==> config.mk <==
export PLATFORM = sky130hd
export DESIGN_NAME = asfg_status
export DESIGN_NICKNAME = d
export VERILOG_FILES = /design/src/pkg/asfg_pkg.sv /design/src/hdl/asfg_status.sv /design/src/hdl/asfg_alu.sv
export VERILOG_INCLUDE_DIRS = /design/src /design/src/pkg
export SDC_FILE = /design/constraint.sdc
export NUM_CORES = 1
export LEC_CHECK = 0
export ABC_AREA = 0
export BUFFER_PORTS_ARGS = -buffer_cell sky130_fd_sc_hd__buf_2
export CORE_MARGIN = 4
export CORE_UTILIZATION = 35
export DETAILED_ROUTE_END_ITERATION = 8
export GPL_ROUTABILITY_DRIVEN = 0
export MAX_ROUTING_LAYER = met4
export SETUP_SLACK_MARGIN = 0.5
export SLEW_MARGIN = 15
export SYNTH_ARGS = -nofsm -noshare
export SYNTH_HDL_FRONTEND = slang
export SYNTH_SLANG_ARGS = --single-unit
==> constraint.sdc <==
create_clock -name core_clk_in -period 5.8 [get_ports core_clk_in]
set_input_delay 0.58 -clock core_clk_in [delete_from_list [all_inputs] [get_ports core_clk_in]]
set_output_delay 0.58 -clock core_clk_in [all_outputs]
set_load 0.03 [all_outputs]
==> src/pkg/asfg_map.svh <==
`ifndef ASFG_MAP_SVH
`define ASFG_MAP_SVH

// ----------------------------------------------------------------
// register map
// ----------------------------------------------------------------
`define ASFG_ADDR_W 12
`define ASFG_STATUS_ADDR 12'hFDB
`define ASFG_STATUS_RST 5'h00

// ----------------------------------------------------------------
// flag field positions
// ----------------------------------------------------------------
`define ASFG_BIT_C 0
`define ASFG_BIT_DC 1
`define ASFG_BIT_Z 2
`define ASFG_BIT_OV 3
`define ASFG_BIT_N 4
`define ASFG_FLAG_W 5
`define ASFG_UNUSED_W 3

// ----------------------------------------------------------------
// timing
// ----------------------------------------------------------------
`define ASFG_RD_LAT 1

`endif

==> src/pkg/asfg_pkg.sv <==
package asfg_pkg;

  typedef enum logic [3:0]
  {
    ASFG_OP_ADD,
    ASFG_OP_ADDC,
    ASFG_OP_SUB,
    ASFG_OP_SUBB,
    ASFG_OP_INC,
    ASFG_OP_DEC,
    ASFG_OP_AND,
    ASFG_OP_IOR,
    ASFG_OP_XOR,
    ASFG_OP_MOVF,
    ASFG_OP_CLEAR_FILE,
    ASFG_OP_BIT_CLEAR,
    ASFG_OP_BIT_SET,
    ASFG_OP_NIBBLE_EXCHANGE,
    ASFG_OP_FILE_TO_FILE_MOVE,
    ASFG_OP_WREG_TO_FILE_MOVE
  } asfg_op_t;

  typedef logic [4:0] asfg_flags_t;

endpackage

==> src/hdl/asfg_status.sv <==
// Local design decisions: the register offsets and the strobed register port.
`timescale 1ns/1ps
`default_nettype none
`include "asfg_map.svh"

// Notes on behaviour
// - register holds ALU result flags, instruction updated
// - instructions read or write it like any register
// - ALU flags override explicit write of flags
// - clearing it sets zero, keeps others
// - subtraction: carry flags mean no borrow
module asfg_status
  import asfg_pkg::*;
(
  input wire logic core_clk_in,
  input wire logic srst_in,
  input wire logic [`ASFG_ADDR_W-1:0] reg_addr_in,
  input wire logic [7:0] reg_wdata_in,
  input wire logic reg_wr_in,
  input wire logic reg_rd_in,
  output logic [7:0] reg_rdata_out,
  input wire logic exec_valid_in,
  input wire asfg_op_t exec_op_in,
  input wire logic [7:0] exec_file_in,
  input wire logic [7:0] exec_wreg_in,
  input wire logic [2:0] exec_bit_in,
  input wire logic exec_src_status_in,
  input wire logic exec_dst_status_in,
  output logic [7:0] exec_result_out,
  output logic exec_done_out,
  output logic [4:0] status_flags_out
);

  // ----------------------------------------------------------------
  // signals
  // ----------------------------------------------------------------
  asfg_flags_t status_r;
  asfg_flags_t status_nxt;
  asfg_flags_t alu_flags;
  asfg_flags_t alu_affect;
  logic [7:0] operand;
  logic [7:0] alu_result;
  logic [7:0] rdata_r;
  logic [7:0] result_r;
  logic done_r;
  logic bus_hit_wr;

  // ----------------------------------------------------------------
  // operand select and ALU
  // ----------------------------------------------------------------
  assign operand = exec_src_status_in ? {{`ASFG_UNUSED_W{1'b0}}, status_r}
                                      : exec_file_in;

  asfg_alu u_alu
  (
    .op_in(exec_op_in),
    .file_in(operand),
    .wreg_in(exec_wreg_in),
    .bit_in(exec_bit_in),
    .carry_in(status_r[`ASFG_BIT_C]),
    .result_out(alu_result),
    .flags_out(alu_flags),
    .affect_out(alu_affect)
  );

  assign bus_hit_wr = reg_wr_in && (reg_addr_in == `ASFG_STATUS_ADDR);

  // ----------------------------------------------------------------
  // status next value; instruction beats a bus write in the same cycle
  // ----------------------------------------------------------------
  always_comb
  begin
    status_nxt = status_r;
    if (exec_valid_in)
    begin
      // flag-affecting op blocks the explicit write of all five bits
      if (exec_dst_status_in && alu_affect == 5'h00)
        status_nxt = alu_result[4:0];
      else
        status_nxt = (status_r & ~alu_affect) | (alu_flags & alu_affect);
    end
    else if (bus_hit_wr)
      status_nxt = reg_wdata_in[4:0];
  end

  always_ff @(posedge core_clk_in)
  begin
    if (srst_in)
      status_r <= `ASFG_STATUS_RST;
    else
      status_r <= status_nxt;
  end

  // ----------------------------------------------------------------
  // register read port
  // ----------------------------------------------------------------
  always_ff @(posedge core_clk_in)
  begin
    if (srst_in)
      rdata_r <= 8'h00;
    else if (reg_rd_in && reg_addr_in == `ASFG_STATUS_ADDR)
      rdata_r <= {{`ASFG_UNUSED_W{1'b0}}, status_r};
    else
      rdata_r <= 8'h00;
  end

  // ----------------------------------------------------------------
  // instruction result
  // ----------------------------------------------------------------
  always_ff @(posedge core_clk_in)
  begin
    if (srst_in)
    begin
      result_r <= 8'h00;
      done_r <= 1'b0;
    end
    else
    begin
      done_r <= exec_valid_in;
      if (exec_valid_in)
        result_r <= alu_result;
    end
  end

  assign reg_rdata_out = rdata_r;
  assign exec_result_out = result_r;
  assign exec_done_out = done_r;
  assign status_flags_out = status_r;

  // ----------------------------------------------------------------
  // checks
  // ----------------------------------------------------------------
  a_clear_sets_zero: assert property (
    @(posedge core_clk_in) disable iff (srst_in)
    exec_valid_in && exec_op_in == ASFG_OP_CLEAR_FILE && exec_dst_status_in
    |=> status_r == ($past(status_r) | 5'h04) && reg_rdata_out[7:5] == 3'h0
  ) else $error("clear of status did not give 000u u1uu");

  a_flags_beat_write: assert property (
    @(posedge core_clk_in) disable iff (srst_in)
    exec_valid_in && exec_dst_status_in
    |=> ((status_r ^ $past(alu_flags)) & $past(alu_affect)) == 5'h00
  ) else $error("explicit write reached an ALU flag bit");

  a_quiet_ops_keep: assert property (
    @(posedge core_clk_in) disable iff (srst_in)
    exec_valid_in && !exec_dst_status_in && exec_op_in inside
      {ASFG_OP_BIT_CLEAR, ASFG_OP_BIT_SET, ASFG_OP_NIBBLE_EXCHANGE,
       ASFG_OP_FILE_TO_FILE_MOVE, ASFG_OP_WREG_TO_FILE_MOVE}
    |=> $stable(status_r)
  ) else $error("flag neutral operation changed flags");

  a_sub_borrow_sense: assert property (
    @(posedge core_clk_in) disable iff (srst_in)
    exec_valid_in && exec_op_in == ASFG_OP_SUB && !exec_src_status_in
    |=> status_r[`ASFG_BIT_C] == ($past(exec_file_in) >= $past(exec_wreg_in))
        && status_r[`ASFG_BIT_DC] == ($past(exec_file_in[3:0]) >= $past(exec_wreg_in[3:0]))
  ) else $error("subtract carry is not inverted borrow");

  a_bus_write_lands: assert property (
    @(posedge core_clk_in) disable iff (srst_in)
    reg_wr_in && reg_addr_in == `ASFG_STATUS_ADDR && !exec_valid_in
    ##1 reg_rd_in && reg_addr_in == `ASFG_STATUS_ADDR && !exec_valid_in
    |=> reg_rdata_out == {3'h0, $past(reg_wdata_in[4:0], 2)}
  ) else $error("status write did not read back");

  a_add_zero_flag: assert property (
    @(posedge core_clk_in) disable iff (srst_in)
    exec_valid_in && exec_op_in == ASFG_OP_ADD && !exec_dst_status_in && !exec_src_status_in
    |=> status_r[`ASFG_BIT_Z] == (exec_result_out == 8'h00)
        && status_r[`ASFG_BIT_N] == exec_result_out[7]
  ) else $error("add flags disagree with result");

  a_upper_bits_zero: assert property (
    @(posedge core_clk_in) disable iff (srst_in)
    reg_rd_in |=> reg_rdata_out[7:5] == 3'h0
  ) else $error("unused status bits read nonzero");

  a_wreg_move_lands: assert property (
    @(posedge core_clk_in) disable iff (srst_in)
    exec_valid_in && exec_op_in == ASFG_OP_WREG_TO_FILE_MOVE && exec_dst_status_in
    |=> status_r == $past(exec_wreg_in[4:0])
  ) else $error("move into status did not land");

  a_add_carry_out: assert property (
    @(posedge core_clk_in) disable iff (srst_in)
    exec_valid_in && exec_op_in == ASFG_OP_ADD && !exec_src_status_in
    |=> status_r[`ASFG_BIT_C]
        == (({1'b0, $past(exec_file_in)} + {1'b0, $past(exec_wreg_in)}) > 9'h0FF)
  ) else $error("add carry flag wrong");

  a_logic_keeps_carry: assert property (
    @(posedge core_clk_in) disable iff (srst_in)
    exec_valid_in && !exec_dst_status_in
      && exec_op_in inside {ASFG_OP_AND, ASFG_OP_IOR, ASFG_OP_XOR, ASFG_OP_MOVF}
    |=> $stable(status_r[`ASFG_BIT_C]) && $stable(status_r[`ASFG_BIT_DC])
        && $stable(status_r[`ASFG_BIT_OV])
  ) else $error("logic operation touched carry or overflow");

  a_clear_result_zero: assert property (
    @(posedge core_clk_in) disable iff (srst_in)
    exec_valid_in && exec_op_in == ASFG_OP_CLEAR_FILE |=> exec_result_out == 8'h00
  ) else $error("clear did not give zero result");

  a_done_one_cycle: assert property (
    @(posedge core_clk_in) disable iff (srst_in)
    1'b1 |=> exec_done_out == $past(exec_valid_in)
  ) else $error("done pulse misaligned");

  a_idle_read_zero: assert property (
    @(posedge core_clk_in) disable iff (srst_in)
    !reg_rd_in |=> reg_rdata_out == 8'h00
  ) else $error("read data without a read strobe");

  a_flags_hold_idle: assert property (
    @(posedge core_clk_in) disable iff (srst_in)
    !exec_valid_in && !bus_hit_wr |=> $stable(status_r)
  ) else $error("flags changed with no update");

endmodule // asfg_status

`default_nettype wire

==> src/hdl/asfg_alu.sv <==
`timescale 1ns/1ps
`default_nettype none
`include "asfg_map.svh"

module asfg_alu
  import asfg_pkg::*;
(
  input wire asfg_op_t op_in,
  input wire logic [7:0] file_in,
  input wire logic [7:0] wreg_in,
  input wire logic [2:0] bit_in,
  input wire logic carry_in,
  output logic [7:0] result_out,
  output asfg_flags_t flags_out,
  output asfg_flags_t affect_out
);

  // ----------------------------------------------------------------
  // flag packing
  // ----------------------------------------------------------------
  function automatic asfg_flags_t pack_flags(input logic n, input logic ov,
                                             input logic z, input logic dc,
                                             input logic c);
    asfg_flags_t f;
    f = '0;
    f[`ASFG_BIT_N] = n;
    f[`ASFG_BIT_OV] = ov;
    f[`ASFG_BIT_Z] = z;
    f[`ASFG_BIT_DC] = dc;
    f[`ASFG_BIT_C] = c;
    return f;
  endfunction

  logic [7:0] addend;
  logic cin;
  logic [4:0] low_sum;
  logic [8:0] sum;
  logic [7:0] res;
  logic ov;

  // ----------------------------------------------------------------
  // shared adder; subtraction adds the complement so carry means no borrow
  // ----------------------------------------------------------------
  always_comb
  begin
    addend = wreg_in;
    cin = 1'b0;
    case (op_in)
      ASFG_OP_ADDC: cin = carry_in;
      ASFG_OP_SUB:
      begin
        addend = ~wreg_in;
        cin = 1'b1;
      end
      ASFG_OP_SUBB:
      begin
        addend = ~wreg_in;
        cin = carry_in;
      end
      ASFG_OP_INC:
      begin
        addend = 8'h00;
        cin = 1'b1;
      end
      ASFG_OP_DEC:
      begin
        addend = 8'hFE;
        cin = 1'b1;
      end
      default: ;
    endcase
  end

  assign low_sum = {1'b0, file_in[3:0]} + {1'b0, addend[3:0]} + {4'h0, cin};
  assign sum = {1'b0, file_in} + {1'b0, addend} + {8'h00, cin};
  assign ov = (file_in[7] == addend[7]) && (sum[7] != file_in[7]);

  // ----------------------------------------------------------------
  // result and flags per operation
  // ----------------------------------------------------------------
  always_comb
  begin
    res = file_in;
    flags_out = '0;
    affect_out = '0;
    case (op_in)
      ASFG_OP_ADD, ASFG_OP_ADDC, ASFG_OP_SUB, ASFG_OP_SUBB, ASFG_OP_INC, ASFG_OP_DEC:
      begin
        res = sum[7:0];
        flags_out = pack_flags(sum[7], ov, sum[7:0] == 8'h00, low_sum[4], sum[8]);
        affect_out = 5'h1F;
      end
      ASFG_OP_AND, ASFG_OP_IOR, ASFG_OP_XOR, ASFG_OP_MOVF, ASFG_OP_CLEAR_FILE:
      begin
        if (op_in == ASFG_OP_AND)
          res = file_in & wreg_in;
        else if (op_in == ASFG_OP_IOR)
          res = file_in | wreg_in;
        else if (op_in == ASFG_OP_XOR)
          res = file_in ^ wreg_in;
        else if (op_in == ASFG_OP_CLEAR_FILE)
          res = 8'h00;
        flags_out = pack_flags(res[7], 1'b0, res == 8'h00, 1'b0, 1'b0);
        affect_out = pack_flags(op_in != ASFG_OP_CLEAR_FILE, 1'b0, 1'b1, 1'b0, 1'b0);
      end
      ASFG_OP_BIT_CLEAR: res = file_in & ~(8'h01 << bit_in);
      ASFG_OP_BIT_SET: res = file_in | (8'h01 << bit_in);
      ASFG_OP_NIBBLE_EXCHANGE: res = {file_in[3:0], file_in[7:4]};
      ASFG_OP_FILE_TO_FILE_MOVE: res = file_in;
      ASFG_OP_WREG_TO_FILE_MOVE: res = wreg_in;
      default: res = file_in;
    endcase
    result_out = res;
  end

endmodule // asfg_alu

`default_nettype wire

==> run_results.csv <==
group,metric,value,unit
hold_path,worstHoldPathType,"flop to flop",
synth,synth-seq-cells,19,
global_route,gr-total-overflow,0,
routing,drt-wirelength-per-cell,17.19,um
routing,ant_nets,0,
synth,synthTopCellsByCount,"a21oi_1 (35), nor2_1 (27), nand2_1 (25)",
layout,final_layout_size_suffix_gt1_frac,0.1891,
timing,max_slew.worst_pin.slew,679.6,ps
critical_path,critPathArrivalTime,4400,ps
global_route,track_usage,0.1874,
routing,num_vias,3048,
timing,finalHoldViolCount,0,
floorplan,io_pins,72,
layout,antennaDiodeCount,0,
critical_path,cp-end-kind,"flop",
cts,insertion_delay,260,ps
synth,seq_area_frac_synth,0.1361,
hold_path,hold_start,"exec_result_out[0]",
synth,synth_warnings,0,
layout,nets,499,
pwr,powerDensity,158.9,nW/um^2
timing,finalCriticalPeriod,4244,ps
cts,cts_root_buf,"clkbuf_8",
timing,max_freq,0.2356,GHz
timing,rsz0062_at_grt,"no",
synth,synth_area_leader_cell,"dfxtp_1",
timing,setup_viol,0,
timing,tns,0,ps
cts,hold_buffers,0,
layout,nFillCells,841,
cts,cts.clk_slew.worst_paths,80,ps
synth,syn_inst,383,
timing,finalCritPeriodShare,0.7318,
floorplan,fp.coreArea,7727,sq um
synth,yosys.area.top_type_share,0.1361,
cts,post-cts-setup-buffer-count,0,
floorplan,die-area,9476,sq um
timing,drv_slew,0,
pwr,vdd_drop_max,0.00006494,V
timing,fin_skew,6.460,ps
floorplan,chipHeight,97.35,um
floorplan,dieWidth,97.35,um
job,drv_cap,0,
critical_path,crit_required,5950,ps
critical_path,path_class,"input pin to flop",
synth,synth_ff_type,"dfxtp_1",
hold_path,whs_endpoint,"exec_result_out[0]",
place,port-buffer-count,65,
status,outcome,"finished, final reports clean",
routing,drt_iter0_markers,277,
pwr,leakage,1.460,nW
synth,syn_area,2794,sq um
critical_path,reg2regPathDepth,10,
layout,multiInputGateArea,2190,sq um
cts,cts_resized,0,
floorplan,initial_core_util,0.3616,
global_route,antenna_found_initial,0,
synth,yosysUniqueCellTypes,63,
pwr,finalPower,0.5007,mW
critical_path,critPathMaxFanout,38,
layout,final_util,0.4079,
cts,clk_path_buf_depth,2,
place,hpwl,6.978,mm
global_route,grt_max_degree,43,
cts,cts.sinks,19,
layout,layout.cells.non_filler,525,
floorplan,rows,32,
cts,h-tree-depth,1,
routing,viasPerCell,5.806,
global_route,grt_pass1_vias,2830,
synth,synthTopCellsByArea,"dfxtp_1 (14%), ha_1 (10%), mux2i_1 (8.2%)",
hold_path,worstHoldPathCells,2,
critical_path,r2r_slack,2030,ps
synth,synth_most_common_cell,"a21oi_1",
routing,drc_errors,0,
place,numPlacedInstances,521,
global_route,grt_pass1_wl,14.35,mm
cts,cts_buffers,3,
synth,syn_area_per_cell,7.295,sq um
layout,syn2layout_area_growth,12.81,%
cts,cts_tree,"done",
timing,hold_slack,472.9,ps
synth,synth_edf_count,0,
routing,drt-total-wl,9.025,mm
timing,relSlewSlack,0.5352,
synth,synthArstFlopShare,0,
critical_path,cp-start-kind,"input pin",
layout,ff_latch_area,380.4,sq um
routing,drtPass1Iterations,5,
==> per-layer routing <==
layer / track usage / vias to the layer above / routed length (um)
li1: - / 1502 / -
met1: 0.2434 / 1389 / 4078
met4: 0.05005 / 0 / 191
met3: 0.03518 / 17 / 702
met2: 0.2999 / 140 / 4052
met5: - / - / 0
==> power breakdown <==
part	internal, mW	switching [mW]	total [mW]
clock	0.0478	0.0469	0.0948
sequential	0.138	0.00591	0.144
combinational	0.0967	0.165	0.262
==> kinds of logic (layout without fill, tap and decap cells) <==
| logic type | after synthesis | in the layout | share of synthesized area |
|---|---|---|---|
| AOI/OAI and AO/OA | 128 | 128 | 0.3090 |
| xor gates and xnor gates | 5 | 5 | 0.01567 |
| adders and majority gates | 25 | 25 | 0.1173 |
| buffers and inverters | 53 | 91 | 0.08285 |
| DFF | 19 | 19 | 0.1361 |
| muxes | 26 | 26 | 0.09449 |
| other | 1 | 3 | 0.001342 |
| and+or+nand+nor | 126 | 126 | 0.2432 |
==> worst max-delay path by stage <==
stage,startpoint,to,slack [ps],depth (start not counted)
global placement,exec_op_in[1],flop,1460,12
finish,exec_op_in[1],flop,1560,12
CTS,exec_op_in[1],flop,1640,12
floorplan,exec_op_in[2],flop,1560,15
detailed placement,exec_op_in[1],flop,1420,12
global route,exec_op_in[1],flop,1390,12
==> per-stage QoR <==
step	area, sq um	setup WS [ps]
6_report	3152	1556
5_1_grt	3152	1393
4_1_cts	3152	1641
3_5_place_dp	3105	1418
3_3_place_gp	3105	1458
2_1_floorplan	2801	1563
==> layout by cell type (no fill, tap or decap), types with 7 or more instances in the layout <==
cell type  count
o211ai_1      13
nor3_1        14
nor2_1        27
and2_1         9
nand3_1        7
dfxtp_1       19
inv_1         22
a21oi_1       35
mux2i_1       23
o21ai_0       21
o22ai_1        8
nand2b_1      15
ha_1          23
buf_2         65
nand2_1       25
==> final cells by class <==
cell class,instances,share of cell area
inverter,22,0.02620
multi-input combinational,313,0.6947
tap,102,0.04049
clock inverter,1,0.001588
sequential,19,0.1207
clock buffer,3,0.01310
timing repair buffer,65,0.1032
==> worst max-delay path: stages <==
cell and delay [ps]:
buf_2 510, nand2_1 320, nand3_1 170, a21oi_1 90, fa_1 470, fa_1 430
a21o_1 170, a21oi_1 390, nand4b_1 180, nand3_1 130, or4_1 570, a2111oi_2 370
Note: power is estimated with default switching activity, not from simulation.
